==> src/inc/osd_pkg.sv <==
// Package for the octal serial driver control block.
// Assumes a 32-bit AXI4-Lite register bus and eight output channels.
package osd_pkg;

  ////////////////////////////////////////////////////////////////////////////
  // Widths
  localparam int          OSD_CHANNELS    = 8;
  localparam int          OSD_ADDR_W      = 8;
  localparam int          OSD_DATA_W      = 32;

  ////////////////////////////////////////////////////////////////////////////
  // Register byte offsets
  localparam logic [7:0]  OSD_OFF_CTRL    = 8'h00;
  localparam logic [7:0]  OSD_OFF_STATUS  = 8'h04;
  localparam logic [7:0]  OSD_OFF_IRQ_ST  = 8'h08;
  localparam logic [7:0]  OSD_OFF_IRQ_MSK = 8'h0C;
  localparam logic [7:0]  OSD_OFF_SHIFT   = 8'h10;

  ////////////////////////////////////////////////////////////////////////////
  // Control register fields
  localparam int          OSD_CTRL_OFF_B  = 0;
  localparam logic        OSD_CTRL_RST    = 1'b0;

  ////////////////////////////////////////////////////////////////////////////
  // Status register fields
  localparam int          OSD_ST_DATA_LSB = 0;
  localparam int          OSD_ST_OC_LSB   = 8;
  localparam int          OSD_ST_OT_B     = 16;
  localparam int          OSD_ST_EN_B     = 17;
  localparam int          OSD_ST_FLT_B    = 18;

  ////////////////////////////////////////////////////////////////////////////
  // Interrupt status and mask fields
  localparam int          OSD_IRQ_W       = 4;
  localparam int          OSD_IRQ_STROBE  = 0;
  localparam int          OSD_IRQ_OC      = 1;
  localparam int          OSD_IRQ_OT      = 2;
  localparam int          OSD_IRQ_WORD    = 3;
  localparam logic [3:0]  OSD_IRQ_ST_RST  = 4'h0;
  localparam logic [3:0]  OSD_IRQ_MSK_RST = 4'h0;

  ////////////////////////////////////////////////////////////////////////////
  // Reset values of the driver state
  localparam logic [7:0]  OSD_DATA_RST    = 8'h00;
  localparam logic [7:0]  OSD_OC_RST      = 8'h00;
  localparam logic [7:0]  OSD_SHIFT_RST   = 8'h00;

  ////////////////////////////////////////////////////////////////////////////
  // Serial word length and AXI responses
  localparam logic [3:0]  OSD_WORD_BITS   = 4'h8;
  localparam logic [1:0]  OSD_RESP_OKAY   = 2'h0;
  localparam logic [1:0]  OSD_RESP_SLVERR = 2'h2;

endpackage

==> src/verilog/osd_sync.sv <==
// Two-stage synchroniser for a group of pin inputs.
// Assumes the inputs are asynchronous levels; the first stage feeds the
// second stage only.
module osd_sync #(
  parameter int WIDTH = 1
) (
  input  wire logic             i_clk,
  input  wire logic             i_rst,
  input  wire logic [WIDTH-1:0] i_async,
  output logic      [WIDTH-1:0] o_sync
);

  logic [WIDTH-1:0] meta_reg;
  logic [WIDTH-1:0] sync_reg;

  // First stage, read by the second stage only
  always_ff @(posedge i_clk)
  begin
    if (i_rst)
    begin
      meta_reg <= '0;
    end
    else
    begin
      meta_reg <= i_async;
    end
  end

  // Second stage
  always_ff @(posedge i_clk)
  begin
    if (i_rst)
    begin
      sync_reg <= '0;
    end
    else
    begin
      sync_reg <= meta_reg;
    end
  end

  assign o_sync = sync_reg;

endmodule

==> src/verilog/osd_top.sv <==
// Control logic of an octal low-side serial driver with AXI4-Lite status.
// Assumes i_clk at 10 MHz and all pin inputs asynchronous to it; the
// serial clock is sampled and its edges found in the i_clk domain.
//
// Contract
// - Shifted bits leave on the serial output so devices can be chained.
// - A strobe latches eight shifted bits; bit n set turns channel n on.
// - Over-current on one channel shuts only that channel off.
// - Over-current shutdown is held per channel after the cause goes away.
// - The next latched word frees a shut channel; its new bit decides.
// - Fault flag is low while any channel is held off by over-current.
// - The next data strobe while enabled clears the fault latch and the low flag.
// - Over-temperature forces all eight channels off.
// - Thermal shutdown lasts exactly while the over-temperature input holds.
// - Enable gates both the output drivers and the storage register.
module osd_top (
  input  wire logic        i_clk,
  input  wire logic        i_rst,
  // Driver pins
  input  wire logic        i_enable,
  input  wire logic        i_serial_in,
  input  wire logic        i_serial_clk,
  input  wire logic        i_latch_strobe,
  input  wire logic [7:0]  i_overcurrent_ind,
  input  wire logic        i_overtemp_ind,
  output logic             o_serial_out,
  output logic [7:0]       o_drive_out,
  output logic             o_drive_en,
  output logic             o_fault_flag_n,
  output logic             o_irq,
  // AXI4-Lite slave
  input  wire logic [7:0]  s_axi_awaddr,
  input  wire logic        s_axi_awvalid,
  output logic             s_axi_awready,
  input  wire logic [31:0] s_axi_wdata,
  input  wire logic [3:0]  s_axi_wstrb,
  input  wire logic        s_axi_wvalid,
  output logic             s_axi_wready,
  output logic [1:0]       s_axi_bresp,
  output logic             s_axi_bvalid,
  input  wire logic        s_axi_bready,
  input  wire logic [7:0]  s_axi_araddr,
  input  wire logic        s_axi_arvalid,
  output logic             s_axi_arready,
  output logic [31:0]      s_axi_rdata,
  output logic [1:0]       s_axi_rresp,
  output logic             s_axi_rvalid,
  input  wire logic        s_axi_rready
);

  ////////////////////////////////////////////////////////////////////////////
  // Declarations
  logic [7:0]  oc_sync;
  logic [4:0]  pin_sync;
  logic        en_s;
  logic        si_s;
  logic        sck_s;
  logic        str_s;
  logic        ot_s;
  logic        sck_d_reg;
  logic        str_d_reg;
  logic        ot_d_reg;
  logic        sck_rise;
  logic        strobe;
  logic        take_word;
  logic [7:0]  shift_reg;
  logic [3:0]  bit_cnt_reg;
  logic [7:0]  data_reg;
  logic [7:0]  oc_reg;
  logic [7:0]  oc_next;
  logic [7:0]  oc_set;
  logic [7:0]  drive_next;
  logic        soft_off_reg;
  logic [3:0]  irq_st_reg;
  logic [3:0]  irq_msk_reg;
  logic [3:0]  irq_ev;
  logic [7:0]  awaddr_reg;
  logic [31:0] wdata_reg;
  logic [3:0]  wstrb_reg;
  logic        aw_got_reg;
  logic        w_got_reg;
  logic        wr_fire;
  logic        rd_fire;
  logic [31:0] rd_val;
  logic        rd_ok;

  ////////////////////////////////////////////////////////////////////////////
  // Address decode shared by the read and write paths
  function automatic logic addr_hit(input logic [7:0] addr,
                                    input logic [7:0] off);
    addr_hit = (addr[7:2] == off[7:2]);
  endfunction

  function automatic logic addr_known(input logic [7:0] addr);
    addr_known = addr_hit(addr, osd_pkg::OSD_OFF_CTRL)
               | addr_hit(addr, osd_pkg::OSD_OFF_STATUS)
               | addr_hit(addr, osd_pkg::OSD_OFF_IRQ_ST)
               | addr_hit(addr, osd_pkg::OSD_OFF_IRQ_MSK)
               | addr_hit(addr, osd_pkg::OSD_OFF_SHIFT);
  endfunction

  ////////////////////////////////////////////////////////////////////////////
  // Pin synchronisers
  osd_sync #(
    .WIDTH (5)
  ) u_sync_ctl (
    .i_clk   (i_clk),
    .i_rst   (i_rst),
    .i_async ({i_overtemp_ind, i_latch_strobe, i_serial_clk,
               i_serial_in, i_enable}),
    .o_sync  (pin_sync)
  );

  osd_sync #(
    .WIDTH (8)
  ) u_sync_oc (
    .i_clk   (i_clk),
    .i_rst   (i_rst),
    .i_async (i_overcurrent_ind),
    .o_sync  (oc_sync)
  );

  assign en_s  = pin_sync[0];
  assign si_s  = pin_sync[1];
  assign sck_s = pin_sync[2];
  assign str_s = pin_sync[3];
  assign ot_s  = pin_sync[4];

  ////////////////////////////////////////////////////////////////////////////
  // Edge detection on synchronised pins
  always_ff @(posedge i_clk)
  begin
    if (i_rst)
    begin
      sck_d_reg <= 1'b0;
      str_d_reg <= 1'b0;
      ot_d_reg  <= 1'b0;
    end
    else
    begin
      sck_d_reg <= sck_s;
      str_d_reg <= str_s;
      ot_d_reg  <= ot_s;
    end
  end

  assign sck_rise  = sck_s & ~sck_d_reg;
  assign strobe    = str_s & ~str_d_reg;
  assign take_word = strobe & en_s;

  ////////////////////////////////////////////////////////////////////////////
  // Shift chain and serial output
  always_ff @(posedge i_clk)
  begin
    if (i_rst)
    begin
      shift_reg <= osd_pkg::OSD_SHIFT_RST;
    end
    else if (sck_rise)
    begin
      shift_reg <= {shift_reg[6:0], si_s};
    end
  end

  always_ff @(posedge i_clk)
  begin
    if (i_rst)
    begin
      o_serial_out <= 1'b0;
    end
    else
    begin
      o_serial_out <= shift_reg[7];
    end
  end

  // Counts bits since the last strobe, saturating at a full word
  always_ff @(posedge i_clk)
  begin
    if (i_rst)
    begin
      bit_cnt_reg <= 4'h0;
    end
    else if (strobe)
    begin
      bit_cnt_reg <= 4'h0;
    end
    else if (sck_rise && bit_cnt_reg != osd_pkg::OSD_WORD_BITS)
    begin
      bit_cnt_reg <= bit_cnt_reg + 4'h1;
    end
  end

  ////////////////////////////////////////////////////////////////////////////
  // Storage latch
  always_ff @(posedge i_clk)
  begin
    if (i_rst)
    begin
      data_reg <= osd_pkg::OSD_DATA_RST;
    end
    else if (take_word)
    begin
      data_reg <= shift_reg;
    end
  end

  ////////////////////////////////////////////////////////////////////////////
  // Per-channel over-current latch; a new fault wins over the strobe clear
  assign oc_set  = oc_sync & o_drive_out;
  assign oc_next = (oc_reg & ~{8{take_word}}) | oc_set;

  always_ff @(posedge i_clk)
  begin
    if (i_rst)
    begin
      oc_reg <= osd_pkg::OSD_OC_RST;
    end
    else
    begin
      oc_reg <= oc_next;
    end
  end

  ////////////////////////////////////////////////////////////////////////////
  // Output drivers
  always_comb
  begin
    drive_next = data_reg & ~oc_next;
    if (ot_s || !en_s || soft_off_reg)
    begin
      drive_next = 8'h00;
    end
  end

  always_ff @(posedge i_clk)
  begin
    if (i_rst)
    begin
      o_drive_out <= 8'h00;
      o_drive_en  <= 1'b0;
    end
    else
    begin
      o_drive_out <= drive_next;
      o_drive_en  <= en_s;
    end
  end

  always_ff @(posedge i_clk)
  begin
    if (i_rst)
    begin
      o_fault_flag_n <= 1'b1;
    end
    else
    begin
      o_fault_flag_n <= ~|oc_next;
    end
  end

  ////////////////////////////////////////////////////////////////////////////
  // Interrupts: sticky status, write one to clear, set wins
  assign irq_ev[osd_pkg::OSD_IRQ_STROBE] = take_word;
  assign irq_ev[osd_pkg::OSD_IRQ_OC]     = |(oc_set & ~oc_reg);
  assign irq_ev[osd_pkg::OSD_IRQ_OT]     = ot_s & ~ot_d_reg;
  assign irq_ev[osd_pkg::OSD_IRQ_WORD]   = sck_rise
    && (bit_cnt_reg == osd_pkg::OSD_WORD_BITS - 4'h1);

  always_ff @(posedge i_clk)
  begin
    if (i_rst)
    begin
      irq_st_reg <= osd_pkg::OSD_IRQ_ST_RST;
    end
    else if (wr_fire && wstrb_reg[0]
             && addr_hit(awaddr_reg, osd_pkg::OSD_OFF_IRQ_ST))
    begin
      irq_st_reg <= (irq_st_reg & ~wdata_reg[3:0]) | irq_ev;
    end
    else
    begin
      irq_st_reg <= irq_st_reg | irq_ev;
    end
  end

  always_ff @(posedge i_clk)
  begin
    if (i_rst)
    begin
      o_irq <= 1'b0;
    end
    else
    begin
      o_irq <= |(irq_st_reg & irq_msk_reg);
    end
  end

  ////////////////////////////////////////////////////////////////////////////
  // Software-written registers
  always_ff @(posedge i_clk)
  begin
    if (i_rst)
    begin
      soft_off_reg <= osd_pkg::OSD_CTRL_RST;
      irq_msk_reg  <= osd_pkg::OSD_IRQ_MSK_RST;
    end
    else if (wr_fire && wstrb_reg[0])
    begin
      if (addr_hit(awaddr_reg, osd_pkg::OSD_OFF_CTRL))
      begin
        soft_off_reg <= wdata_reg[osd_pkg::OSD_CTRL_OFF_B];
      end
      if (addr_hit(awaddr_reg, osd_pkg::OSD_OFF_IRQ_MSK))
      begin
        irq_msk_reg <= wdata_reg[3:0];
      end
    end
  end

  ////////////////////////////////////////////////////////////////////////////
  // AXI4-Lite write channel
  assign wr_fire = aw_got_reg & w_got_reg & ~s_axi_bvalid;

  always_ff @(posedge i_clk)
  begin
    if (i_rst)
    begin
      s_axi_awready <= 1'b1;
      s_axi_wready  <= 1'b1;
      aw_got_reg    <= 1'b0;
      w_got_reg     <= 1'b0;
      awaddr_reg    <= 8'h00;
      wdata_reg     <= 32'h00000000;
      wstrb_reg     <= 4'h0;
      s_axi_bvalid  <= 1'b0;
      s_axi_bresp   <= osd_pkg::OSD_RESP_OKAY;
    end
    else
    begin
      if (s_axi_awvalid && s_axi_awready)
      begin
        awaddr_reg    <= s_axi_awaddr;
        aw_got_reg    <= 1'b1;
        s_axi_awready <= 1'b0;
      end
      if (s_axi_wvalid && s_axi_wready)
      begin
        wdata_reg    <= s_axi_wdata;
        wstrb_reg    <= s_axi_wstrb;
        w_got_reg    <= 1'b1;
        s_axi_wready <= 1'b0;
      end
      if (wr_fire)
      begin
        aw_got_reg   <= 1'b0;
        w_got_reg    <= 1'b0;
        s_axi_bvalid <= 1'b1;
        s_axi_bresp  <= addr_known(awaddr_reg) ? osd_pkg::OSD_RESP_OKAY
                                               : osd_pkg::OSD_RESP_SLVERR;
      end
      if (s_axi_bvalid && s_axi_bready)
      begin
        s_axi_bvalid  <= 1'b0;
        s_axi_awready <= 1'b1;
        s_axi_wready  <= 1'b1;
      end
    end
  end

  ////////////////////////////////////////////////////////////////////////////
  // AXI4-Lite read channel
  assign rd_fire = s_axi_arvalid & s_axi_arready;

  always_comb
  begin
    rd_val = 32'h00000000;
    rd_ok  = 1'b1;
    if (addr_hit(s_axi_araddr, osd_pkg::OSD_OFF_CTRL))
    begin
      rd_val[osd_pkg::OSD_CTRL_OFF_B] = soft_off_reg;
    end
    else if (addr_hit(s_axi_araddr, osd_pkg::OSD_OFF_STATUS))
    begin
      rd_val[osd_pkg::OSD_ST_DATA_LSB +: 8] = data_reg;
      rd_val[osd_pkg::OSD_ST_OC_LSB +: 8]   = oc_reg;
      rd_val[osd_pkg::OSD_ST_OT_B]          = ot_s;
      rd_val[osd_pkg::OSD_ST_EN_B]          = en_s;
      rd_val[osd_pkg::OSD_ST_FLT_B]         = o_fault_flag_n;
    end
    else if (addr_hit(s_axi_araddr, osd_pkg::OSD_OFF_IRQ_ST))
    begin
      rd_val[3:0] = irq_st_reg;
    end
    else if (addr_hit(s_axi_araddr, osd_pkg::OSD_OFF_IRQ_MSK))
    begin
      rd_val[3:0] = irq_msk_reg;
    end
    else if (addr_hit(s_axi_araddr, osd_pkg::OSD_OFF_SHIFT))
    begin
      rd_val[7:0] = shift_reg;
    end
    else
    begin
      rd_ok = 1'b0;
    end
  end

  always_ff @(posedge i_clk)
  begin
    if (i_rst)
    begin
      s_axi_arready <= 1'b1;
      s_axi_rvalid  <= 1'b0;
      s_axi_rdata   <= 32'h00000000;
      s_axi_rresp   <= osd_pkg::OSD_RESP_OKAY;
    end
    else if (rd_fire)
    begin
      s_axi_arready <= 1'b0;
      s_axi_rvalid  <= 1'b1;
      s_axi_rdata   <= rd_val;
      s_axi_rresp   <= rd_ok ? osd_pkg::OSD_RESP_OKAY
                             : osd_pkg::OSD_RESP_SLVERR;
    end
    else if (s_axi_rvalid && s_axi_rready)
    begin
      s_axi_rvalid  <= 1'b0;
      s_axi_arready <= 1'b1;
    end
  end

endmodule

==> config.mk <==
export PLATFORM = sky130hd
export DESIGN_NAME = osd_top
export DESIGN_NICKNAME = d
export VERILOG_FILES = /design/src/inc/osd_pkg.sv /design/src/verilog/osd_sync.sv /design/src/verilog/osd_top.sv
export SDC_FILE = /design/constraint.sdc
export NUM_CORES = 1
export LEC_CHECK = 0
export BUFFER_PORTS_ARGS = -buffer_cell sky130_fd_sc_hd__buf_2
export CORE_UTILIZATION = 54
export CTS_BUF_LIST = sky130_fd_sc_hd__clkbuf_2 sky130_fd_sc_hd__clkbuf_4 sky130_fd_sc_hd__clkbuf_8
export DETAILED_ROUTE_END_ITERATION = 8
export HOLD_SLACK_MARGIN = 0.03
export PLACE_DENSITY = 0.82
export SETUP_SLACK_MARGIN = 0.2
export SYNTH_ARGS = -nofsm -noshare
export SYNTH_HDL_FRONTEND = slang
export SYNTH_SLANG_ARGS = --single-unit
==> constraint.sdc <==
create_clock -name i_clk -period 1.9 [get_ports i_clk]
set_clock_uncertainty 0.2 [all_clocks]
set_input_delay 0.475 -clock i_clk [delete_from_list [all_inputs] [get_ports i_clk]]
set_output_delay 0.475 -clock i_clk [all_outputs]
set_load 0.1 [all_outputs]
==> results of run 1 <==
==> metrics by stage <==
stage          hold WS, ns  instances
2_1_floorplan        0.214        488
3_3_place_gp         0.221        635
3_5_place_dp         0.225        635
4_1_cts             0.0336        668
5_1_grt             0.0486        669
6_report            0.0546        669
==> synthesized netlist by cell type, types with 9 or more instances <==
master and count:
nand2_1 64, a21oi_1 43, nand3_1 12, and3_1 9
a22oi_1 13, buf_4 16, nor2_1 34, clkbuf_1 14
o21ai_0 11, nor2b_1 36, dfxtp_1 117
==> layout make-up <==
cell class              instances  area, µm²  share of cell area
flip-flops and latches        117       2390               0.412
multi-input cells             320       1860               0.320
clock inverters                15        168              0.0288
inverters                       8       30.0             0.00516
repair buffers                 90       1000               0.173
well taps                     102        128              0.0219
clock buffers                  17        234              0.0402
==> worst max-delay path by stage <==
stage                     slack (ns)  cells past startpoint                        from                      endpoint
after floorplan                 0.14                      6             s_axi_araddr[5]  s_axi_rdata[10]$_SDFFE_PP0P_
after global placement          0.02                      6             s_axi_araddr[5]   s_axi_rdata[1]$_SDFFE_PP0P_
after detailed placement       -0.03                      6             s_axi_araddr[5]   s_axi_rdata[3]$_SDFFE_PP0P_
after CTS                       0.18                      1  s_axi_awready$_SDFFE_PP1P_                 s_axi_awready
after global routing            0.17                      1   o_fault_flag_n$_SDFF_PP1_                o_fault_flag_n
final                           0.22                      1   o_fault_flag_n$_SDFF_PP1_                o_fault_flag_n
==> metal layers <==
layer | part of all wire | up-vias
met2 | 0.51 | 134
met3 | 0.057 | 23
met5 | 0 | -
li1 | - | 1773
met4 | 0.025 | 0
met1 | 0.41 | 1723
==> logic make-up (layout without fill, tap and decap cells) <==
group                    after synthesis  after routing  share of synthesized area
other                                  1             15                   0.000848
adder cells (fa/ha/maj)                2              2                    0.00566
buffers and inverters                 51            130                     0.0662
AND/OR/NAND/NOR                      190            190                      0.230
AO/OA/AOI/OAI                        106            106                      0.153
XOR/XNOR                               2              2                    0.00396
flip-flops                           117            117                      0.529
multiplexers                           5              5                     0.0113
==> repair_timing <==
item	CTS	global route
hold endpoints to repair	0	0
resized for setup	135	21
setup buffers	1	1
hold buffers	0	0
pin swaps	0	0
endpoints found under the setup margin	38	16
==> where the power goes <==
| group | leakage, µW | internal (µW) | switching (µW) |
|---|---|---|---|
| Sequential | 0.000968 | 2510 | 46.3 |
| Clock | 0.000195 | 1190 | 1070 |
| Combinational | 0.00115 | 149 | 368 |
==> results.yml, run 1 <==
outcome:
  status: "complete, no violations"
global_routing:
  grtUsageMet1: 0.269
  grt_most_used_layer: "met2"
  grt_usage: 0.239
  grtUsageMet2: 0.414
  grt_pass1_vias: 3343
  grt_start_max_net_pins: 67
  globalRouteMet3Util: 0.0616
  grt.overflow.total: 0
  antenna_found_initial: 0
  grt_pass1_wl_um: 15700
worst_setup_path:
  worstSetupEndpointType: "primary output"
  crit_type: "flip-flop to primary output"
  startpoint_type: "flip-flop"
  path_max_fanout: 2
  cpPeakStageDelay_ns: 0.37
  cp_top_family: "flip-flops"
  r2r_start: "s_axi_bvalid$_SDFFE_PP0N_"
  r2r_slack_ns: 0.27
  arrival_ns: 1.01
  reg2reg_depth: 4
  cp.required_ns: 1.22
  crit_buf_inv: 1
  crit_chain: "buf_8"
  r2r-end: "soft_off_reg$_SDFFE_PP0P_"
  crit_slowest_cell: "dfxtp_1"
timing:
  setup_viol: 0
  drv_slew: 0
  setup_slack_ns: 0.216
  period_share: 0.886
  fin_crit_ns: 1.68
  tightest_slew_ns: 0.566
  rsz0062_at_grt: "true"
  slew_headroom: 0.621
  hold_viol: 0
  fin_setup_tns_ns: 0
  fmax_mhz: 594
power:
  ir_drop_mv: 0.670
  p_total_uw: 5330
  leakage_uw: 0.00231
  p_per_area_nw_per_um2: 917
route:
  drc: 0
  wire_per_inst_um: 15.1
  drt_wl_total_um: 10100
  via_count: 3653
  via_per_inst: 5.46
  drtIter0Drc: 253
  antenna_left: 0
  dr.pass1.iters: 5
job:
  maxCapViolCount: 0
floorplan:
  die_height_um: 92.5
  die_area_um2: 8560
  core-area_um2: 7810
  die_x_um: 92.5
  start_util: 0.567
  placementRows: 32
  ios: 125
final_layout:
  fill_cells: 516
  top_register: "s_axi_rdata"
  design_area_um2: 5820
  final_cell_mix: "85 x dfxtp_1, 64 x nand2_1, 43 x a21oi_1"
  syn_to_final_growth_pct: 31.5
  diodes: 0
  final_common_cell: "dfxtp_1"
  largest_reg_flops: 19
  drive_gt1_frac: 0.291
  nNetsFinal: 628
  utilization: 0.745
synth:
  synth_top_area_share: 0.529
  ys_types: 54
  syn_inst: 474
  synthFlopType: "dfxtp_1"
  yosys.area.top_type: "dfxtp_1"
  avgSynthCellArea_um2: 9.33
  netlist_area_um2: 4420
  ys_seq_elements: 117
  async_flop_share: 0
  yosys_warnings: 0
  synth_area_leaders: "dfxtp_1 53%, nand2_1 5.4%, nor2b_1 5.1%"
  synth_edf_count: 0
  synth_seq_area_share: 0.529
min_path:
  hp-start: "i_overcurrent_ind[5]"
  hp-class: "input port to flip-flop"
  holdPathStages: 2
  hold_path_end: "u_sync_oc.meta_reg[5]$_SDFF_PP0_"
place:
  portBuffers: 74
  place.gp.congestion: 0.827
  placed_cell_area_um2: 4890
  dp_hpwl_um: 6610
  pre_cts_slack_ns: -0.0332
clock_network:
  root_buffer: "clkbuf_8"
  path_clk_slew_ns: 0.08
  cts_buffers: 17
  cts.htree.levels: 4
  worstSkewPairLatency_ns: 0.43
  clockBufferDepth: 2
  cts_tree: "done"
  cts_sinks: 117
Power figures use the tool's default switching activity.
==> inputs of run 2 (changes only) <==
SYNTH_HIERARCHICAL = 1   (was not set)
==> run 2 against run 1 <==
The flow now finishes with violations (design-rule violations); sequential power is essentially flat; clock-buffer cell count grew 1; combinational power grew 16%; wire length grew 17%; design area grew 5.4%; sequential share of layout area shrank 2.1 points; worst hold slack lost 0.0064 ns; synthesized cell count grew 5.9%; clock power is essentially flat; utilization grew 0.46 points; first-iteration DRC count grew 31%; worst setup slack lost 0.043 ns; critical path type is now flip-flop to flip-flop; largest cell class unchanged.
==> results.yml, run 2 <==
clock_network:
  cts.htree.levels: 4
  worstSkewPairLatency_ns: 0.44
  clockBufferDepth: 2
  cts_buffers: 17
  cts_tree: "done"
  path_clk_slew_ns: 0.07
  root_buffer: "clkbuf_8"
  cts_sinks: 117
timing:
  fmax_mhz: 579
  hold_viol: 0
  rsz0062_at_grt: "true"
  tightest_slew_ns: 0.594
  slew_headroom: 0.600
  hold_slack_ns: 0.0481
  setup_viol: 0
  drv_slew: 0
  fin_setup_tns_ns: 0
  period_share: 0.909
  fin_crit_ns: 1.73
power:
  p_seq_frac: 0.475
  switchingPower_uw: 1500
  swShare: 0.279
  p_int_uw: 3880
  leakage_uw: 0.00241
  p_per_area_nw_per_um2: 879
  clock_power_share: 0.414
  p_comb_frac: 0.111
  ir_drop_mv: 0.488
final_layout:
  diodes: 0
  nNetsFinal: 667
  drive_gt1_frac: 0.312
  syn_to_final_growth_pct: 35.3
  final_common_cell: "dfxtp_1"
  largest_reg_flops: 19
  fill_cells: 531
  final_cell_mix: "81 x dfxtp_1, 76 x nand2_1, 59 x a21oi_1"
  top_register: "s_axi_rdata"
route:
  drt_wl_total_um: 11800
  antenna_left: 0
  via_per_inst: 5.82
  drc: 1
  drtIter0Drc: 332
  wire_per_inst_um: 16.6
  dr.pass1.iters: 8
  via_count: 4141
floorplan:
  ios: 125
  core-area_um2: 8180
  start_util: 0.554
  die_height_um: 93.6
  die_x_um: 93.6
  placementRows: 33
  die_area_um2: 8760
synth:
  netlist_area_um2: 4530
  synth_most_common_cell: "dfxtp_1"
  synth_seq_area_share: 0.517
  yosys.area.top_type: "dfxtp_1"
  avgSynthCellArea_um2: 9.03
  yosys_warnings: 6
  synth_edf_count: 0
  syn_inst: 502
  synth_top_area_share: 0.517
  synthFlopType: "dfxtp_1"
  ys_seq_elements: 117
  synth_area_leaders: "dfxtp_1 52%, a21oi_1 6.5%, nand2_1 6.3%"
  yosys-top-cells-count: "117 x dfxtp_1, 76 x nand2_1, 59 x a21oi_1, 26 x nand4_1, 23 x nor2b_1"
  ys_types: 49
  async_flop_share: 0
worst_setup_path:
  startpoint_type: "flip-flop"
  crit_type: "flip-flop to flip-flop"
  path_max_fanout: 5
  arrival_ns: 1.85
  worstSetupEndpointType: "flip-flop"
  cp.required_ns: 2.02
global_routing:
  grt_usage: 0.276
  grt_pass1_wl_um: 18300
  grt.overflow.total: 0
  grt_start_max_net_pins: 54
  antenna_found_initial: 0
  grt_pass1_vias: 3893
outcome:
  status: "complete, but fails checks"
  violations: "design-rule violations"
min_path:
  hp-class: "input port to flip-flop"
job:
  maxCapViolCount: 0
place:
  portBuffers: 74
  place.gp.congestion: 0.902
  dp_hpwl_um: 7380
## run 2: cell count changes in the layout (fill, tap and decap cells not counted), moves of 6 or more
cell | previous run | this run
nand2_1 | 64 | 76
dlygate4sd3_1 | 0 | 6
nor2_1 | 34 | 12
a22o_1 | 8 | 0
nor2b_1 | 36 | 23
and2b_2 | 0 | 6
a21oi_1 | 43 | 59
buf_4 | 13 | 21
a22oi_1 | 12 | 2
nand3b_1 | 4 | 11
buf_6 | 8 | 2
nor2b_2 | 0 | 7
nand4_1 | 4 | 26
## run 2: cell families (layout without fill, tap and decap cells)
logic type,Yosys count,in the layout,share of synthesized area
AO/OA/AOI/OAI,118,118,0.163
adder cells (fa/ha/maj),2,2,0.00552
buffers and inverters,54,144,0.0613
flip-flops,117,117,0.517
other,1,15,0.000828
AND/OR/NAND/NOR,210,210,0.252
## run 2: routing by layer
layer	routed length [µm]	GRT usage	vias to the layer above	share of wire
met1	4690	0.319	1943	0.40
met5	0	0	-	0
met4	378	0.156	0	0.032
met2	5800	0.453	221	0.49
met3	910	0.0829	45	0.077
li1	-	-	1932	-
## run 2: per-stage QoR
stage | setup WS (ns) | total power, µW | cells | utilization | area, µm²
global placement | 0.154 | 3120 | 671 | 0.618 | 5050
floorplan | 0.181 | 3020 | 516 | - | 4610
detailed placement | 0.141 | 3130 | 671 | 0.618 | 5050
finish | 0.173 | 5390 | 711 | 0.750 | 6130
global route | 0.161 | 5570 | 711 | 0.750 | 6130
CTS | 0.183 | 5390 | 710 | 0.736 | 6020
## run 2: final timing paths
path / cells past startpoint / from / slack [ns] / endpoint
hold / removal: 2 / i_overtemp_ind / 0.05 / u_sync_ctl/meta_reg[4]$_SDFF_PP0_
setup reg to reg: 3 / awaddr_reg[6]$_SDFFE_PP0P_ / 0.17 / irq_st_reg[1]$_SDFF_PP0_
hold reg to reg: 1 / u_sync_ctl/meta_reg[4]$_SDFF_PP0_ / 0.24 / u_sync_ctl/o_sync[4]$_SDFF_PP0_
setup / recovery: 3 / awaddr_reg[6]$_SDFFE_PP0P_ / 0.17 / irq_st_reg[1]$_SDFF_PP0_
## run 2: power by group through the flow
stage / clock (µW) / combinational, µW / sequential, µW
5_1_grt: 2380 / 633 / 2560
4_1_cts: 2250 / 579 / 2560
3_3_place_gp: 0 / 512 / 2600
2_1_floorplan: 0 / 345 / 2680
6_report: 2230 / 599 / 2560
3_5_place_dp: 0 / 525 / 2610
## run 2: critical path, cell delays in order, from the launching register on
cell and delay, ns:
dfxtp_1 0.33, or3_4 0.41, o41a_1 0.35, o41a_1 0.32
## run 2: layout make-up
| cell class | count | area [µm²] | area share |
|---|---|---|---|
| multi-input combinational | 345 | 2020 | 0.329 |
| clock inverter | 14 | 153 | 0.0249 |
| timing repair buffer | 103 | 1160 | 0.189 |
| sequential | 117 | 2400 | 0.391 |
| clock buffer | 18 | 241 | 0.0394 |
| inverter | 9 | 33.8 | 0.00551 |
| tap | 105 | 131 | 0.0214 |
## run 2: timing repair
| item | 4_1_cts | 5_1_grt |
|---|---|---|
| endpoints found under the setup margin | 42 | 25 |
| resized for setup | 150 | 28 |
| endpoints found under the hold margin | 6 | 0 |
| setup buffers | 1 | 1 |
| hold buffers | 6 | 0 |
